`src/hw/sysctl_defs.vh`:
```
`ifndef SYSCTL_DEFS_VH
`define SYSCTL_DEFS_VH
`define ADDR_SEQ_CFG 9'h010
`define ADDR_FLASH_CFG 9'h011
`define ADDR_PIN_CFG 9'h012
`define ADDR_CMD 9'h013
`define ADDR_LOCK_LO 9'h081
`define ADDR_LOCK_HI 9'h120
`define RST_SEQ_CFG 8'h00
`define RST_FLASH_CFG 8'h00
`define RST_PIN_CFG 8'h04
`define BIT_DEFAULT_SUPPLY_APPLY 7
`define BIT_RELOAD 4
`define BIT_AUTO_BOOT 3
`define BIT_LOCK 7
`define BIT_FB3 6
`define BIT_FB2 5
`define BIT_FB1 4
`define BIT_ECO 3
`define BIT_CLK_EN 2
`define BIT_FAULT_CO 1
`define BIT_PD_CO 0
`define BIT_WAKE 2
`define BIT_SHUTDOWN 1
`define BIT_KICK 0
`define CMD_MASK 8'h07
`define CLK_MHZ 40
`define WAKE_HOLD_S 16
`define MS_CYCLES (`CLK_MHZ * 1000)
`define US_QTR_CYCLES (`CLK_MHZ / 4)
`endif

```
`src/hw/sys_control_regs.v`:
```
`timescale 1ns/1ps
`include "sysctl_defs.vh"
// Function
// RULE_01 - debounce code selects common input filter time
// RULE_02 - ramp steps 10 mV per selected interval
// RULE_03 - default supply apply at slot zero
// RULE_04 - reload from defaults leaving sleep state
// RULE_05 - auto boot or wait for wake event
// RULE_06 - flash on time code selects pulse
// RULE_07 - flash rate code selects flashing period
// RULE_08 - rates one to four need charger present
// RULE_09 - watchdog scale zero disables, else multiplies
// RULE_10 - lock bit blocks writes 0x81 to 0x120
// RULE_11 - feedback three clock out or motor stop
// RULE_12 - feedback two supplies good or keepalive
// RULE_13 - feedback one wake indicator or busy low
// RULE_14 - economy bit arms pulsed mode at reset
// RULE_15 - clock enable locked once monitor asserted
// RULE_16 - fault clock only switches off at reset
// RULE_17 - sleep clock only switches off at sleep
// RULE_18 - wake command, cleared 16 s after active
// RULE_19 - shutdown command cleared entering reset mode
// RULE_20 - watchdog kick bit self clears
// RULE_21 - timed flash on start supply, no charger
// RULE_22 - reserved command bits read zero
// RULE_23 - code changes apply at next event
module sys_control_regs #(
	parameter WAKE_HOLD_CYCLES = 32'd640000000,
	parameter TIMED_FLASH_CYCLES = 32'd400000000
) (
	input wire clk_in,
	input wire nrst_in,
	input wire [8:0] addr_in,
	input wire [7:0] wdata_in,
	input wire wr_in,
	input wire rd_in,
	output reg [7:0] rdata_out,
	output wire locked_wr_out,
	input wire in_reset_mode_in,
	input wire in_sleep_state_in,
	input wire in_active_mode_in,
	input wire enter_slot0_in,
	input wire supply_fault_in,
	input wire monitor_on_in,
	input wire wake_valid_in,
	input wire seq_busy_in,
	input wire ramp_busy_in,
	input wire ramp_active_in,
	input wire timed_flash_enable_in,
	input wire start_supply_in,
	input wire charger_present_input_in,
	input wire power_key_input_in,
	input wire shutdown_request_input_in,
	input wire supplies_good_in,
	input wire wake_event_indicator_in,
	input wire clk32k_in,
	input wire fb2_pin_in,
	input wire fb3_pin_in,
	output reg power_key_out,
	output reg shutdown_request_out,
	output reg ramp_step_out,
	output reg default_supply_apply_out,
	output reg config_reload_out,
	output reg seq_start_out,
	output reg pulsed_lowpower_arm_out,
	output reg clock_only_off_out,
	output reg indicator_out_a_out,
	output reg indicator_out_b_out,
	output reg [2:0] timeout_scale_out,
	output reg [6:0] timeout_mult_out,
	output reg watchdog_kick_out,
	output reg keepalive_out,
	output reg motor_stop_out,
	output reg osc_enable_out,
	output reg wake_request_out,
	output reg shutdown_cmd_out,
	output wire fb1_pin_out,
	output wire fb1_pin_oe_out,
	output wire fb2_pin_out,
	output wire fb2_pin_oe_out,
	output wire fb3_pin_out,
	output wire fb3_pin_oe_out
);
	function [31:0] filter_cycles;
		input [2:0] code;
		case (code)
			3'h0: filter_cycles = 32'h0;
			3'h1: filter_cycles = `MS_CYCLES / 10;
			3'h2: filter_cycles = `MS_CYCLES;
			3'h3: filter_cycles = (`MS_CYCLES * 102) / 10;
			3'h4: filter_cycles = (`MS_CYCLES * 512) / 10;
			3'h5: filter_cycles = `MS_CYCLES * 256;
			3'h6: filter_cycles = `MS_CYCLES * 512;
			default: filter_cycles = `MS_CYCLES * 1024;
		endcase
	endfunction
	reg [7:0] seq_q, flash_q, pin_q, cmd_q;
	reg r1_q, r2_q, prev_reset_q, prev_sleep_q, mon_seen_q, boot_wait_q;
	wire rst_n = r2_q;
	reg [1:0] s_key_q, s_sd_q, s_chg_q, s_ss_q, s_fb2_q, s_fb3_q, s_ck_q;
	reg [1:0] s_good_q, s_wev_q;
	reg [31:0] key_cnt_q, sd_cnt_q, wake_cnt_q;
	reg [31:0] flash_cnt_q, flash_lim_q, tflash_cnt_q;
	wire lock_hit, ramp_hit;
	always @(posedge clk_in or negedge nrst_in)
	begin
		if (!nrst_in)
		begin
			r1_q <= 1'b0;
			r2_q <= 1'b0;
		end
		else
		begin
			r1_q <= 1'b1;
			r2_q <= r1_q;
		end
	end
	always @(posedge clk_in or negedge rst_n)
	begin
		if (!rst_n)
		begin
			s_key_q <= 2'h3;
			s_sd_q <= 2'h3;
			s_chg_q <= 2'h0;
			s_ss_q <= 2'h0;
			s_fb2_q <= 2'h0;
			s_fb3_q <= 2'h3;
			s_ck_q <= 2'h0;
			s_good_q <= 2'h0;
			s_wev_q <= 2'h0;
		end
		else
		begin
			s_key_q <= {s_key_q[0], power_key_input_in};
			s_sd_q <= {s_sd_q[0], shutdown_request_input_in};
			s_chg_q <= {s_chg_q[0], charger_present_input_in};
			s_ss_q <= {s_ss_q[0], start_supply_in};
			s_fb2_q <= {s_fb2_q[0], fb2_pin_in};
			s_fb3_q <= {s_fb3_q[0], fb3_pin_in};
			s_ck_q <= {s_ck_q[0], clk32k_in};
			s_good_q <= {s_good_q[0], supplies_good_in};
			s_wev_q <= {s_wev_q[0], wake_event_indicator_in};
		end
	end
	// write lock only covers the regulator range, not this bank
	assign lock_hit = pin_q[`BIT_LOCK] && addr_in >= `ADDR_LOCK_LO &&
		addr_in <= `ADDR_LOCK_HI; // [RULE_10]
	assign locked_wr_out = wr_in && lock_hit; // [RULE_10]
	always @(posedge clk_in or negedge rst_n)
	begin
		if (!rst_n)
		begin
			seq_q <= `RST_SEQ_CFG;
			flash_q <= `RST_FLASH_CFG;
			pin_q <= `RST_PIN_CFG;
			cmd_q <= 8'h00;
			rdata_out <= 8'h00;
			mon_seen_q <= 1'b0;
			wake_cnt_q <= 32'h0;
		end
		else
		begin
			if (monitor_on_in)
				mon_seen_q <= 1'b1;
			if (wr_in && addr_in == `ADDR_SEQ_CFG)
				seq_q <= wdata_in;
			if (wr_in && addr_in == `ADDR_FLASH_CFG)
				flash_q <= wdata_in;
			if (wr_in && addr_in == `ADDR_PIN_CFG)
				pin_q <= {wdata_in[7:3], mon_seen_q ?
					pin_q[`BIT_CLK_EN] : wdata_in[`BIT_CLK_EN],
					wdata_in[1:0]}; // [RULE_15]
			if (in_active_mode_in && wake_cnt_q < WAKE_HOLD_CYCLES)
				wake_cnt_q <= wake_cnt_q + 32'h1;
			else if (!in_active_mode_in)
				wake_cnt_q <= 32'h0;
			// writes of one win over the automatic clears
			if (wr_in && addr_in == `ADDR_CMD && wdata_in[`BIT_WAKE])
				cmd_q[`BIT_WAKE] <= 1'b1; // [RULE_18]
			else if (in_active_mode_in &&
				wake_cnt_q + 32'h1 == WAKE_HOLD_CYCLES)
				cmd_q[`BIT_WAKE] <= 1'b0; // [RULE_18]
			if (wr_in && addr_in == `ADDR_CMD && wdata_in[`BIT_SHUTDOWN])
				cmd_q[`BIT_SHUTDOWN] <= 1'b1; // [RULE_19]
			else if (in_reset_mode_in && !prev_reset_q)
				cmd_q[`BIT_SHUTDOWN] <= 1'b0; // [RULE_19]
			cmd_q[`BIT_KICK] <= wr_in && addr_in == `ADDR_CMD &&
				wdata_in[`BIT_KICK]; // [RULE_20]
			cmd_q[7:3] <= 5'h00; // [RULE_22]
			rdata_out <= 8'h00;
			if (rd_in)
				case (addr_in)
					`ADDR_SEQ_CFG: rdata_out <= seq_q;
					`ADDR_FLASH_CFG: rdata_out <= flash_q;
					`ADDR_PIN_CFG: rdata_out <= pin_q;
					`ADDR_CMD: rdata_out <= cmd_q & `CMD_MASK; // [RULE_22]
					default: rdata_out <= 8'h00;
				endcase
		end
	end
	// filter limit sampled live, so a new code acts on the next edge
	always @(posedge clk_in or negedge rst_n)
	begin
		if (!rst_n)
		begin
			key_cnt_q <= 32'h0;
			sd_cnt_q <= 32'h0;
			power_key_out <= 1'b1;
			shutdown_request_out <= 1'b1;
		end
		else
		begin
			if (s_key_q[1] == power_key_out)
				key_cnt_q <= 32'h0;
			else if (key_cnt_q >= filter_cycles(seq_q[2:0])) // [RULE_23]
			begin
				power_key_out <= s_key_q[1]; // [RULE_01]
				key_cnt_q <= 32'h0;
			end
			else
				key_cnt_q <= key_cnt_q + 32'h1;
			if (s_sd_q[1] == shutdown_request_out)
				sd_cnt_q <= 32'h0;
			else if (sd_cnt_q >= filter_cycles(seq_q[2:0])) // [RULE_23]
			begin
				shutdown_request_out <= s_sd_q[1]; // [RULE_01]
				sd_cnt_q <= 32'h0;
			end
			else
				sd_cnt_q <= sd_cnt_q + 32'h1;
		end
	end
	// interval of 4.0 us halved per code step
	tick_counter ramp_timer (
		.clk_in(clk_in),
		.rst_n_in(rst_n),
		.clear_in(!ramp_active_in),
		.limit_in((32'd16 >> seq_q[6:5]) * `US_QTR_CYCLES), // [RULE_02]
		.hit_out(ramp_hit)
	);
	always @(posedge clk_in or negedge rst_n)
	begin
		if (!rst_n)
		begin
			ramp_step_out <= 1'b0;
			prev_reset_q <= 1'b0;
			prev_sleep_q <= 1'b0;
			boot_wait_q <= 1'b0;
			default_supply_apply_out <= 1'b0;
			config_reload_out <= 1'b0;
			seq_start_out <= 1'b0;
			pulsed_lowpower_arm_out <= 1'b0;
			clock_only_off_out <= 1'b0;
			timeout_scale_out <= 3'h0;
			timeout_mult_out <= 7'h00;
			watchdog_kick_out <= 1'b0;
			keepalive_out <= 1'b0;
			motor_stop_out <= 1'b0;
			osc_enable_out <= 1'b0;
			wake_request_out <= 1'b0;
			shutdown_cmd_out <= 1'b0;
		end
		else
		begin
			ramp_step_out <= ramp_hit; // [RULE_02]
			prev_reset_q <= in_reset_mode_in;
			prev_sleep_q <= in_sleep_state_in;
			default_supply_apply_out <= enter_slot0_in &&
				seq_q[`BIT_DEFAULT_SUPPLY_APPLY]; // [RULE_03]
			config_reload_out <= prev_sleep_q && !in_sleep_state_in &&
				seq_q[`BIT_RELOAD]; // [RULE_04]
			if (prev_reset_q && !in_reset_mode_in)
				boot_wait_q <= 1'b1;
			else if (seq_start_out)
				boot_wait_q <= 1'b0;
			seq_start_out <= boot_wait_q && !seq_start_out &&
				(seq_q[`BIT_AUTO_BOOT] || wake_valid_in); // [RULE_05]
			if (in_reset_mode_in && !prev_reset_q)
				pulsed_lowpower_arm_out <= pin_q[`BIT_ECO]; // [RULE_14]
			else if (!in_reset_mode_in)
				pulsed_lowpower_arm_out <= 1'b0;
			if ((in_reset_mode_in && supply_fault_in &&
				pin_q[`BIT_FAULT_CO]) ||
				(in_sleep_state_in && pin_q[`BIT_PD_CO]))
				clock_only_off_out <= 1'b1; // [RULE_16] [RULE_17]
			else if (!in_reset_mode_in && !in_sleep_state_in)
				clock_only_off_out <= 1'b0;
			timeout_scale_out <= flash_q[2:0];
			timeout_mult_out <= (flash_q[2:0] == 3'h0) ? 7'h00 :
				(7'h01 << (flash_q[2:0] - 3'h1)); // [RULE_09]
			watchdog_kick_out <= cmd_q[`BIT_KICK] ||
				(pin_q[`BIT_FB2] && s_fb2_q[1]); // [RULE_20] [RULE_12]
			keepalive_out <= pin_q[`BIT_FB2] && s_fb2_q[1]; // [RULE_12]
			motor_stop_out <= pin_q[`BIT_FB3] && !s_fb3_q[1]; // [RULE_11]
			osc_enable_out <= pin_q[`BIT_CLK_EN]; // [RULE_15]
			wake_request_out <= cmd_q[`BIT_WAKE] &&
				in_sleep_state_in; // [RULE_18]
			shutdown_cmd_out <= cmd_q[`BIT_SHUTDOWN]; // [RULE_19]
		end
	end
	assign fb3_pin_out = s_ck_q[1]; // [RULE_11]
	assign fb3_pin_oe_out = !pin_q[`BIT_FB3]; // [RULE_11]
	assign fb2_pin_out = s_good_q[1]; // [RULE_12]
	assign fb2_pin_oe_out = !pin_q[`BIT_FB2]; // [RULE_12]
	assign fb1_pin_out = pin_q[`BIT_FB1] ? !(seq_busy_in || ramp_busy_in) :
		s_wev_q[1]; // [RULE_13]
	assign fb1_pin_oe_out = 1'b1;
	// flashing; period counter restarts when its limit changes
	reg [31:0] on_lim, per_lim;
	reg flash_en, tflash_on, on_now, ss_prev_q;
	always @*
	begin
		case (flash_q[7:6])
			2'h0: on_lim = `MS_CYCLES * 10;
			2'h1: on_lim = `MS_CYCLES * 20;
			2'h2: on_lim = `MS_CYCLES * 40;
			default: on_lim = `MS_CYCLES * 20;
		endcase // [RULE_06]
		case (flash_q[5:3])
			3'h1: per_lim = `MS_CYCLES * 1000;
			3'h2, 3'h5: per_lim = `MS_CYCLES * 2000;
			3'h3, 3'h6: per_lim = `MS_CYCLES * 4000;
			default: per_lim = `MS_CYCLES * 180;
		endcase // [RULE_07]
		tflash_on = tflash_cnt_q != 32'h0;
		if (flash_q[5:3] == 3'h0)
			flash_en = 1'b0; // [RULE_07]
		else if (flash_q[5:3] >= 3'h5)
			flash_en = s_ss_q[1]; // [RULE_07]
		else
			flash_en = s_chg_q[1] || tflash_on; // [RULE_08] [RULE_21]
		if (flash_q[7:6] == 2'h3)
			on_now = flash_cnt_q < on_lim ||
				(flash_cnt_q >= 2 * on_lim && flash_cnt_q < 3 * on_lim);
		else
			on_now = flash_cnt_q < on_lim; // [RULE_06]
	end
	always @(posedge clk_in or negedge rst_n)
	begin
		if (!rst_n)
		begin
			flash_cnt_q <= 32'h0;
			flash_lim_q <= 32'h0;
			tflash_cnt_q <= 32'h0;
			ss_prev_q <= 1'b0;
			indicator_out_a_out <= 1'b0;
			indicator_out_b_out <= 1'b0;
		end
		else
		begin
			flash_lim_q <= per_lim;
			if (!flash_en || flash_lim_q != per_lim ||
				flash_cnt_q + 32'h1 >= per_lim)
				flash_cnt_q <= 32'h0;
			else
				flash_cnt_q <= flash_cnt_q + 32'h1;
			ss_prev_q <= s_ss_q[1];
			// fresh detection only, so the flash stays time-limited
			if (timed_flash_enable_in && s_ss_q[1] && !ss_prev_q &&
				!s_chg_q[1])
				tflash_cnt_q <= TIMED_FLASH_CYCLES; // [RULE_21]
			else if (tflash_on && !s_chg_q[1])
				tflash_cnt_q <= tflash_cnt_q - 32'h1;
			else if (s_chg_q[1])
				tflash_cnt_q <= 32'h0;
			indicator_out_a_out <= flash_en && on_now;
			indicator_out_b_out <= flash_en && on_now;
		end
	end
endmodule // sys_control_regs

```
`src/hw/tick_counter.v`:
```
`timescale 1ns/1ps
module tick_counter (
	input wire clk_in,
	input wire rst_n_in,
	input wire clear_in,
	input wire [31:0] limit_in,
	output reg hit_out
);
	reg [31:0] cnt_q;
	always @(posedge clk_in or negedge rst_n_in)
	begin
		if (!rst_n_in)
		begin
			cnt_q <= 32'h0;
			hit_out <= 1'b0;
		end
		else if (clear_in || cnt_q + 32'h1 >= limit_in)
		begin
			cnt_q <= 32'h0;
			hit_out <= !clear_in;
		end
		else
		begin
			cnt_q <= cnt_q + 32'h1;
			hit_out <= 1'b0;
		end
	end
endmodule // tick_counter

```
`config.mk`:
```
export PLATFORM = sky130hd
export DESIGN_NAME = sys_control_regs
export DESIGN_NICKNAME = d
export VERILOG_FILES = /design/src/hw/sys_control_regs.v /design/src/hw/tick_counter.v
export VERILOG_INCLUDE_DIRS = /design/src /design/src/hw
export SDC_FILE = /design/constraint.sdc
export NUM_CORES = 1
export LEC_CHECK = 0
export ABC_AREA = 1
export BUFFER_PORTS_ARGS = -buffer_cell sky130_fd_sc_hd__buf_2
export CELL_PAD_IN_SITES_DETAIL_PLACEMENT = 1
export CELL_PAD_IN_SITES_GLOBAL_PLACEMENT = 1
export CORE_MARGIN = 5
export CORE_UTILIZATION = 42
export DETAILED_ROUTE_END_ITERATION = 10
export PLACE_DENSITY = 0.87
export SLEW_MARGIN = 20
export SYNTH_ARGS = -nofsm -noshare
export SYNTH_HDL_FRONTEND = slang
export SYNTH_SLANG_ARGS = --single-unit
```
`constraint.sdc`:
```
create_clock -name clk_in -period 8.76 [get_ports clk_in]
set_clock_uncertainty 0.15 [all_clocks]
set_input_delay 0.438 -clock clk_in [delete_from_list [all_inputs] [get_ports clk_in]]
set_output_delay 0.438 -clock clk_in [all_outputs]
set_load 0.02 [all_outputs]
```
==> results by group, run 1 <==
Timing
  – WHS: ~0.034 ns
  – Unrepaired setup endpoints after global routing: no
  – Worst-Margin Slew: ~1 ns
  – Final Hold Vio Count: 0
  – Min Tclk post-route: 3.96 ns
  – Relative slew slack: 0.329
  – Setup WS post-layout: 4.80 ns
  – Final period util: 0.452
  – Max Slew Vio Count: 0
  – Sum of negative setup slack: 0 ns
  – Highest clock rate: between 0.2 and 0.3 GHz
  – Setup Viol. Count Final: 0

Hold path
  – Worst Hold Class: in2reg
  – Hold path depth: 3

Yosys
  – Synth top area share: 0.403
  – Yosys Warn Count: 0
  – Yosys cell types: 48
  – Largest area contributor in the netlist: dfrtp_1
  – Synth area leaders: dfrtp_1, nand2_1, ha_1
  – Mapped cell area: ~17000 um^2
  – Average size of a mapped cell: a little under 8 um^2
  – Seq cells post-synth: between 200 and 300
  – Post-Syn Instances: approximately 2200
  – Post-synth EDFFs: 0
  – Seq/Total Area, Yosys: 0.417
  – Synth Flop Type: dfrtp_1
  – Share of flip-flops with an asynchronous set or reset: 1.00

Routing
  – Drt initial violations: 845
  – WL/cell: about 17 um
  – Vias/cell: roughly 5.3
  – Routed wire length: around 51000 um
  – TritonRoute pass-1 iters: 5
  – # DRC: 0
  – Remaining antenna violation count: 0
  – Detailed-route via count: roughly 16000

Floorplanning
  – Starting Density: 0.424
  – Placeable Area: between 40000 and 50000 um^2
  – Die ar.: between 40000 and 50000 um^2
  – Ports: between 80 and 90
  – Rows: 74
  – Die width: around 210 um
  – Die height: approximately 210 um

Cells and area
  – Diodes inserted: 0
  – Register area: just over 7000 um^2
  – Final #Nets: 2561
  – # fillers: 5101
  – Share of post-route cells with drive strength above 1: 0.0880
  – Commonest cells after routing, fill and taps aside: nand2_1, nor2_1, inv_1
  – Commonest non-fill, non-tap cell in the layout: nand2_1
  – Area Overhead vs Synth: 14.1%
  – Fin util: 0.484
  – Area occupied by multi-input gates: 8900 um^2

Clocking
  – Clk root buf: clkbuf_16
  – Worst-Skew Late Latency: roughly 0.54 ns
  – Depth of the CTS H-tree: 2
  – Clock Sinks: between 200 and 300
  – Total CTS buffers: 35
  – CTS tree: built
  – Clock-pin slew on the worst setup and hold paths: 0.06 ns
  – Max Root-Sink Buffers: 3

Setup path
  – Buffers plus inverters on the worst setup path: 3
  – Worst Setup Path Type: reg2reg
  – CP Cell Sequence: nand2_1 > nor2_1 > nand2_1 > inv_1 > nand3_1 > inv_1 > nand2_1 > nor2_1 > xor2_1 > inv_1 > ha_1 > a21oi_1 > o21ai_0 > nor2_1 > nand4_1 > nor2_1 > nand4_1 > nor2_2 > nand2_4 > nor2_1
  – Family with the most delay on the worst path: simple AND/OR/NAND/NOR gates
  – CP Capture Type: flip-flop
  – Max stage delay on crit path: approximately 0.43 ns
  – CP startpoint kind: flip-flop
  – WP data required: slightly above 9 ns
  – Worst-path maximum fanout: 28
  – Cell repeated most along the worst path: nor2_1
  – Arr. time, crit path: 4.26 ns
  – CP max-delay cell: dfrtp_1
  – Cell depth of the worst flop-to-flop path: 20
  – Worst path depth: 20

Place
  – # port buffers: 80
  – HPWL Detailed: between 30000 and 40000 um
  – Routability congestion estimate: 0.912
  – Worst slack, placed: approximately 4.9 ns

Job
  – MaxCap Viol Count: 0

Global route
  – Total grt overflow: 0
  – First-pass GRT wire length: between 80000 and 90000 um
  – Initial antenna violation count: 0
  – GRT Overall Usage: 0.226
  – Largest net degree at the start of global routing: 165
  – Vias in the first global route: 17000

Pwr
  – Maximum VDD drop: around 120 uV
  – LEAKAGE: ~9.6 nW
  – Power Density: around 180 nW/um^2

Outcome
  – Outcome: complete, no violations
cells by family after synthesis:
group	synth area share
fa+ha+maj	0.0881
simple gates	0.297
flops	0.417
xor+xnor	0.0480
buf+inv	0.0780
compound gates	0.0701
mux	0.00130
other cells	0.000434
routing by layer:
metal  wire, um  global-route usage
met1      21600               0.287
met3       2040              0.0306
met2      25100               0.392
met5          0                   0
met4       1880              0.0898
worst paths after layout:
| check | start | endpoint | slack, ns |
|---|---|---|---|
| setup / recovery | flash_cnt_q[3] | flash_cnt_q[0] | 4.80 |
| hold / removal | wdata_in[1] | pin_q[1] | 0.03 |
| setup reg to reg | flash_cnt_q[3] | flash_cnt_q[0] | 4.80 |
| hold reg to reg | ramp_timer.hit_out | ramp_step_out | 0.20 |
| max in group asynchronous | r2_q | motor_stop_out | 6.81 |
| min in group asynchronous | nrst_in | r2_q | 0.07 |
flip-flops by register name, summed over array words and instances (netlist names), 2 cells and up:
name	cells
seq_q	8
s_sd_q	2
s_ss_q	2
pin_q	8
s_chg_q	2
timeout_mult_out	7
tflash_cnt_q	32
ramp_timer.cnt_q	32
timeout_scale_out	3
cmd_q	3
s_wev_q	2
wake_cnt_q	32
s_ck_q	2
key_cnt_q	32
s_fb2_q	2
rdata_out	8
s_fb3_q	2
s_good_q	2
s_key_q	2
flash_cnt_q	32
sd_cnt_q	32
flash_q	8
flash_lim_q	10
synthesized netlist by cell type, drive strengths merged, types with 5 or more instances:
cell type    n
nand2      525
nor2       377
inv        319
dfrtp      279
ha         122
nand3      120
o21ai       93
xor2        74
nand4       61
a21oi       59
nor3        59
o22ai       29
xnor2       21
clkbuf      17
nor4        11
buf         10
dfstp        9
or2          9
nand3b       8
a211oi       7
o211ai       5
power breakdown:
group | leakage (nW) | switching (mW) | internal [mW] | total, mW
clock | 0.567 | 0.579 | 0.880 | 1.46
combinational | 5.30 | 0.377 | 0.178 | 0.555
sequential | 3.76 | 0.0746 | 1.41 | 1.48
final cells by class:
type / count / share of cell area
Inverter: 320 / 0.0608
Sequential cell: 288 / 0.365
Multi-Input combinational cell: 1651 / 0.450
Tap cell: 532 / 0.0337
Timing Repair Buffer: 102 / 0.0325
Clock inverter: 12 / 0.00703
Clock buffer: 48 / 0.0503
worst register-to-register path: stages (launching register included):
cell and delay (ns):
dfrtp_1 0.43, nand2_1 0.14, nor2_1 0.16, nand2_1 0.15, inv_1 0.13, nand3_1 0.15, inv_1 0.16, nand2_1 0.11
nor2_1 0.13, xor2_1 0.30, inv_1 0.09, ha_1 0.31, a21oi_1 0.14, o21ai_0 0.11, nor2_1 0.11, nand4_1 0.08
nor2_1 0.12, nand4_1 0.11, nor2_2 0.14, nand2_4 0.38, nor2_1 0.28
per-stage QoR:
stage | instances | power (mW) | cell area, um^2
after detailed placement | 2875 | 2.04 | 18400
final | 2953 | 3.50 | 19800
after global placement | 2875 | 2.00 | 18400
after global routing | 2953 | 3.68 | 19800
after CTS | 2950 | 3.53 | 19700
after floorplan | 2286 | 1.88 | 17500
what timing repair did:
action | in CTS | in global routing
setup buffers | 0 | 0
endpoints found under the hold margin | 16 | 0
resized for setup | 0 | 0
hold buffers | 15 | 0
No activity file was read; power rests on OpenSTA's default activity.
==> run 2: changes to the inputs <==
--- a/config.mk
+++ b/config.mk
@@ -6,14 +6,14 @@
 export SDC_FILE = /design/constraint.sdc
 export NUM_CORES = 1
 export LEC_CHECK = 0
-export ABC_AREA = 1
+export ABC_AREA = 0
 export BUFFER_PORTS_ARGS = -buffer_cell sky130_fd_sc_hd__buf_2
 export CELL_PAD_IN_SITES_DETAIL_PLACEMENT = 1
 export CELL_PAD_IN_SITES_GLOBAL_PLACEMENT = 1
 export CORE_MARGIN = 5
-export CORE_UTILIZATION = 42
+export CORE_UTILIZATION = 45
 export DETAILED_ROUTE_END_ITERATION = 10
-export PLACE_DENSITY = 0.87
+export PLACE_DENSITY = 0.85
 export SLEW_MARGIN = 20
 export SYNTH_ARGS = -nofsm -noshare
 export SYNTH_HDL_FRONTEND = slang
==> constraint.sdc (replaced) <==
create_clock -name clk_in -period 4.2 [get_ports clk_in]
set_clock_uncertainty 0.15 [all_clocks]
set_input_delay 0.21 -clock clk_in [delete_from_list [all_inputs] [get_ports clk_in]]
set_output_delay 0.21 -clock clk_in [all_outputs]
set_load 0.02 [all_outputs]
==> results by group, run 2 <==
Outcome
  – Outcome: complete, no violations

Yosys
  – Most frequent cell after synthesis: dfrtp_1
  – Mapped cell area: 16000 um^2 (-7.4%)
  – Synth area leaders: dfrtp_1, ha_1, xnor2_1
  – Synth Flop Type: dfrtp_1
  – Synth top area share: 0.435 (+0.0321)
  – Seq cells post-synth: 288 (unchanged)
  – Share of flip-flops with an asynchronous set or reset: 1.00 (unchanged)
  – Post-synth EDFFs: 0 (unchanged)
  – Seq/Total Area, Yosys: 0.450 (+0.0332)
  – Commonest cells in the netlist: dfrtp_1, nor2_1, ha_1
  – Average size of a mapped cell: 9.98 um^2 (+29%)
  – Post-Syn Instances: 1607 (-28%)
  – Largest area contributor in the netlist: dfrtp_1
  – Yosys cell types: 83 (+73%)
  – Yosys Warn Count: 0 (unchanged)

Pwr
  – Total Power: 7.02 mW (+100%)
  – Switching power: 1.94 mW (+88%)
  – Maximum VDD drop: 372 uV (+210%)
  – LEAKAGE: 8.63 nW (-10%)
  – Sequential power share: 0.444 (+0.020)
  – Switching portion of total power: 0.276 (-0.0183)
  – Power Density: 376 nW/um^2 (+110%)
  – Clock network power share: 0.420 (+0.003)
  – Combinational fraction of design power: 0.135 (-0.024)
  – Cell Int Power: 5.08 mW (+110%)

Global route
  – Vias in the first global route: 14000 (-17%)
  – GRT Overall Usage: 0.225 (-0.00136)
  – Initial antenna violation count: 2 (+2)
  – Largest net degree at the start of global routing: 87 (-47%)
  – First-pass GRT wire length: 72800 um (-13%)
  – Total grt overflow: 0 (unchanged)

Timing
  – WHS: 0.0258 ns (-0.00785 ns)
  – Max Slew Vio Count: 0 (unchanged)
  – Highest clock rate: 0.247 GHz (-2.3%)
  – Final period util: 0.966 (+0.513)
  – Setup Viol. Count Final: 0 (unchanged)
  – Setup WS post-layout: 0.144 ns (-4.65 ns)
  – Relative slew slack: 0.291 (-0.0378)
  – Min Tclk post-route: 4.06 ns (+0.0936 ns)
  – Sum of negative setup slack: 0 ns (unchanged)
  – Worst-Margin Slew: 1.04 ns (+0.0323 ns)
  – Final Hold Vio Count: 0 (unchanged)

Floorplanning
  – Starting Density: 0.453 (+0.0290)
  – Die height: 199 um (-6.7%)
  – Die width: 199 um (-6.7%)
  – Rows: 69 (-6.8%)
  – Ports: 82 (unchanged)
  – Placeable Area: 35400 um^2 (-13%)
  – Die ar.: 39500 um^2 (-13%)

Setup path
  – Worst Setup Path Type: reg2reg
  – Reg2reg start: flash_cnt_q[1]
  – RR Endpoint: flash_cnt_q[22]
  – Worst-path maximum fanout: 8 (-71%)
  – WP data required: 4.49 ns (-4.56 ns)
  – Arr. time, crit path: 4.35 ns (+0.09 ns)
  – CP Capture Type: flip-flop
  – Cell depth of the worst flop-to-flop path: 15 (-25%)
  – Reg2reg setup slack: 0.14 ns (-4.65 ns)
  – CP startpoint kind: flip-flop
  – Worst setup path start: flash_cnt_q[1]

Cells and area
  – Final #Nets: 1933 (-25%)
  – Fin util: 0.528 (+0.0439)
  – Commonest non-fill, non-tap cell in the layout: dfrtp_1
  – Area Overhead vs Synth: 16.5%
  – Share of post-route cells with drive strength above 1: 0.148 (+0.0601)
  – Commonest cells after routing, fill and taps aside: dfrtp_1, nor2_1, ha_1
  – Post-layout instance area: 18700 um^2 (-5.4%)
  – Finished Layout Cells: 2259 (-24%)

Routing
  – Remaining antenna violation count: 0 (unchanged)
  – TritonRoute pass-1 iters: 5 (unchanged)
  – Drt initial violations: 526 (-38%)
  – WL/cell: 19.7 um (+15%)
  – Detailed-route via count: 12800 (-18%)
  – Vias/cell: 5.66 (+7.7%)
  – # DRC: 0 (unchanged)
  – Routed wire length: 44600 um (-12%)

Clocking
  – Depth of the CTS H-tree: 2 (unchanged)
  – Clock-pin slew on the worst setup and hold paths: 0.06 ns (about the same)
  – CTS tree: built
  – Max Root-Sink Buffers: 3 (unchanged)
  – Worst-Skew Late Latency: 0.52 ns (-0.02 ns)
  – Clk root buf: clkbuf_16
  – Total CTS buffers: 35 (unchanged)
  – Clock Sinks: 288 (unchanged)

Hold path
  – Hold path depth: 2 (-1)
  – Worst Hold Class: in2reg
  – Hold_sp: in_active_mode_in
  – WHS Endpoint: wake_cnt_q[26]

Place
  – Routability congestion estimate: 0.906 (-0.64%)
  – # port buffers: 80 (unchanged)
  – Placed cell count: 2163 (-25%)
  – HPWL Detailed: 30900 um (-19%)
  – Post-DP Area: 17200 um^2 (-6.8%)
  – Worst slack, placed: 0.0580 ns (-4.82 ns)

Job
  – MaxCap Viol Count: 0 (unchanged)
run 2: cell types whose count changed after synthesis, sizes merged, moves of 27 or more:
cell	before	now
and2	2	40
and3	3	35
inv	319	62
mux2	2	30
nand2	525	117
nand3	120	67
nor2	377	179
nor2b	0	34
nor3	59	31
o21ai	93	52
o22ai	29	2
xnor2	21	95
run 2: power groups by stage:
stage / logic [mW] / clock network (mW) / registers (mW)
floorplan: 0.651 / 0 / 3.15
global placement: 0.856 / 0 / 3.14
detailed placement: 0.909 / 0 / 3.16
CTS: 0.944 / 3.01 / 3.11
global route: 1.06 / 3.14 / 3.14
finish: 0.951 / 2.95 / 3.12
run 2: critical path, cell delays in order, from the launching register on:
cell,delay [ns]
dfrtp_1,0.44
nand2_2,0.11
nor2_2,0.14
and2_4,0.20
nand3_1,0.10
or3b_4,0.41
or2_2,0.34
xnor2_2,0.15
ha_1,0.33
a221o_1,0.35
nor4_2,0.27
nand3_1,0.14
a221oi_2,0.28
nand4b_4,0.23
buf_8,0.24
nor2b_2,0.12
run 2: cells by family (layout without fill, tap and decap cells):
group | count (synthesis) | count (layout) | share of synthesized area
and+or+nand+nor | 684 | 684 | 0.227
DFF | 288 | 288 | 0.450
other | 2 | 44 | 0.000468
adders and majority gates | 123 | 123 | 0.0958
buffers and inverters | 114 | 263 | 0.0287
AOI/OAI and AO/OA | 195 | 195 | 0.0799
muxes | 45 | 45 | 0.0328
xor gates and xnor gates | 156 | 156 | 0.0852
run 2: area by class of cell:
class | count | area [um^2]
Tap cell | 461 | 577
Clock inverter | 15 | 115
Fill cell | 3971 | 16700
Clock buffer | 48 | 1010
Antenna cell | 2 | 5.00
Sequential cell | 288 | 7230
Timing Repair Buffer | 137 | 936
Inverter | 63 | 238
Multi-Input combinational cell | 1245 | 8580
run 2: layer usage:
metal	global-route usage	up-vias	wire length (um)
li1	-	5933	-
met1	0.273	6467	18300
met2	0.401	273	22800
met3	0.0393	121	1800
met4	0.0818	0	1650
met5	0	-	0
run 2: repair_timing:
| action | in CTS | in global routing |
|---|---|---|
| buffers inserted | 0 | 4 |
| endpoints found under the setup margin | 22 | 28 |
| gates resized for setup | 1 | 24 |
| pin swaps | 0 | 3 |
| endpoints found under the hold margin | 62 | 0 |
| hold buffers | 27 | 0 |
run 2: how the worst max path moves through the flow:
stage / endpoint / slack [ns] / depth (start not counted)
after CTS: flash_cnt_q[23] / 0.02 / 16
after global routing: flash_cnt_q[22] / -0.07 / 15
after detailed placement: flash_cnt_q[27] / 0.06 / 16
after floorplan: flash_cnt_q[22] / 0.39 / 16
final: flash_cnt_q[22] / 0.14 / 15
after global placement: flash_cnt_q[27] / 0.18 / 16
==> run 3: changes to the inputs <==
--- a/config.mk
+++ b/config.mk
@@ -12,8 +12,11 @@
 export CELL_PAD_IN_SITES_GLOBAL_PLACEMENT = 1
 export CORE_MARGIN = 5
 export CORE_UTILIZATION = 45
+export CTS_CLUSTER_SIZE = 28
 export DETAILED_ROUTE_END_ITERATION = 10
 export PLACE_DENSITY = 0.85
+export RECOVER_POWER = 50
+export REMOVE_ABC_BUFFERS = 1
 export SLEW_MARGIN = 20
 export SYNTH_ARGS = -nofsm -noshare
 export SYNTH_HDL_FRONTEND = slang
==> results by group, run 3 (synthesis gave the netlist of run 2 again) <==
Outcome
  – Outcome: finished, violations left
  – Failing checks: capacitance limit, slew limit

Place
  – # port buffers: 80 (unchanged)
  – HPWL Detailed: 31700 um (+2.3%)
  – Routability congestion estimate: 0.847 (-6.6%)
  – Worst slack, placed: -0.0830 ns (-0.141 ns)

Timing
  – Setup WS post-layout: 0.164 ns (+0.0206 ns)
  – Relative slew slack: -0.591 (-0.882)
  – Highest clock rate: 0.248 GHz (+0.51%)
  – Final Hold Vio Count: 0 (unchanged)
  – Min Tclk post-route: 4.04 ns (-0.0206 ns)
  – Setup Viol. Count Final: 0 (unchanged)
  – Final period util: 0.961 (-0.00491)
  – WHS: 0.0220 ns (-0.00389 ns)
  – Worst-Margin Slew: 2.39 ns (+1.35 ns)
  – Max Slew Vio Count: 128 (+128)

Hold path
  – Worst Hold Class: in2reg
  – WHS Endpoint: wake_cnt_q[1]
  – Hold path depth: 2 (unchanged)
  – Hold_sp: in_active_mode_in

Routing
  – Drt initial violations: 680 (+29%)
  – Vias/cell: 5.73 (+1.1%)
  – # DRC: 0 (unchanged)
  – Detailed-route via count: 13000 (+1.4%)
  – Remaining antenna violation count: 0 (unchanged)
  – TritonRoute pass-1 iters: 5 (unchanged)
  – Routed wire length: 46000 um (+3.2%)
  – WL/cell: 20.3 um (+2.9%)

Floorplanning
  – Die ar.: 39500 um^2 (unchanged)
  – Die width: 199 um (unchanged)
  – Die height: 199 um (unchanged)
  – Ports: 82 (unchanged)
  – Starting Density: 0.453 (unchanged)
  – Rows: 69 (unchanged)
  – Placeable Area: 35400 um^2 (unchanged)

Setup path
  – CP Capture Type: flip-flop
  – Arr. time, crit path: 4.35 ns (about the same)
  – WP data required: 4.52 ns (+0.03 ns)
  – Worst Setup Path Type: reg2reg
  – RR Endpoint: flash_cnt_q[12]
  – Reg2reg start: flash_q[3]
  – Worst-path maximum fanout: 13 (+5)
  – CP startpoint kind: flip-flop
  – Reg2reg setup slack: 0.16 ns (+0.02 ns)
  – Cell depth of the worst flop-to-flop path: 12 (-3)

Job
  – MaxCap Viol Count: 2 (+2)

Pwr
  – Maximum VDD drop: 281 uV (-24%)
  – LEAKAGE: 8.69 nW (+0.65%)
  – Power Density: 382 nW/um^2 (+1.6%)
  – Total Power: 7.17 mW (+2.1%)

Global route
  – First-pass GRT wire length: 74100 um (+1.7%)
  – Total grt overflow: 0 (unchanged)
  – Vias in the first global route: 14300 (+1.8%)
  – Largest net degree at the start of global routing: 75 (-14%)
  – GRT Overall Usage: 0.231 (+0.00586)
  – Initial antenna violation count: 2 (unchanged)

Cells and area
  – # fillers: 3983 (+0.30%)
  – Final #Nets: 1938 (+0.26%)
  – Commonest cells after routing, fill and taps aside: dfrtp_1, nor2_1, ha_1
  – Commonest non-fill, non-tap cell in the layout: dfrtp_1
  – Share of post-route cells with drive strength above 1: 0.147 (-0.00105)
  – Area Overhead vs Synth: 17.0%

Clocking
  – Clock-pin slew on the worst setup and hold paths: 0.06 ns (about the same)
  – Worst-Skew Late Latency: 0.55 ns (+0.03 ns)
  – Clk root buf: clkbuf_16
  – Clock Sinks: 288 (unchanged)
  – Max Root-Sink Buffers: 3 (unchanged)
  – Total CTS buffers: 35 (unchanged)
  – CTS tree: built
  – Depth of the CTS H-tree: 2 (unchanged)
[run 3: changes by cell type in the layout (fill, tap and decap cells not counted), sizes merged]
cell           previous run  this run
clkbuf                   48        55
clkinvlp                  3         1
buf                     110       109
bufinv                    1         2
clkdlybuf4s25             0         1
diode                     2         1
[run 3: how the worst max path moves through the flow]
stage,startpoint,to,slack [ns],cells past startpoint
floorplan,r2_q,boot_wait_q,-4.55,0
global placement,flash_cnt_q[0],flash_cnt_q[9],0.11,16
detailed placement,flash_cnt_q[0],flash_cnt_q[9],-0.08,16
CTS,flash_cnt_q[0],flash_cnt_q[13],0.0007,15
global route,flash_cnt_q[0],flash_cnt_q[9],-0.07,16
finish,flash_q[3],flash_cnt_q[12],0.16,12
[run 3: critical path: stages (launching register included)]
cell and delay [ns]:
dfrtp_1 0.54, or3b_2 0.57, o21ai_1 0.30, nor2_1 0.22
ha_1 0.38, a21o_1 0.20, a21o_1 0.17, a21oi_1 0.17
nand3b_1 0.18, a221oi_2 0.37, nand4b_4 0.27, buf_6 0.22
and2b_1 0.19
[run 3: power by group]
group	switching, mW	internal (mW)
registers	0.180	2.94
logic	0.576	0.392
clock network	1.23	1.85
[run 3: timing repair]
| item | 4_1_cts | 5_1_grt |
|---|---|---|
| setup buffers | 0 | 5 |
| cloned | 0 | 1 |
| hold endpoints to repair | 61 | 0 |
| hold buffers | 27 | 0 |
| setup endpoints to repair | 23 | 28 |
| pin swaps | 1 | 3 |
| gates resized for setup | 4 | 20 |
[run 3: final cells by class]
type / count / area (um^2) / area share
diodes: 1 / 2.50 / 0.000133
clock buffers: 50 / 1030 / 0.0550
clock inverters: 14 / 145 / 0.00773
inverters: 63 / 238 / 0.0127
multi-input cells: 1245 / 8570 / 0.457
flip-flops and latches: 288 / 7220 / 0.385
well taps: 461 / 577 / 0.0307
repair buffers: 142 / 981 / 0.0522
[run 3: metal layers]
metal / up-vias / track usage / wire length, um
li1: 5966 / - / -
met1: 6583 / 0.276 / 18600
met2: 289 / 0.409 / 23600
met3: 127 / 0.0393 / 1860
met4: 2 / 0.101 / 1970
met5: - / 0 / 7
[run 3: stage by stage]
step | area [um^2] | setup TNS [ns] | instances | util
global placement | 17200 | 0 | 2165 | 0.486
global route | 18800 | -0.869 | 2264 | 0.530
CTS | 18700 | 0 | 2256 | 0.528
floorplan | 16000 | -1281.29 | 1596 | -
finish | 18800 | 0 | 2264 | 0.530
detailed placement | 17200 | -1.17 | 2165 | 0.486
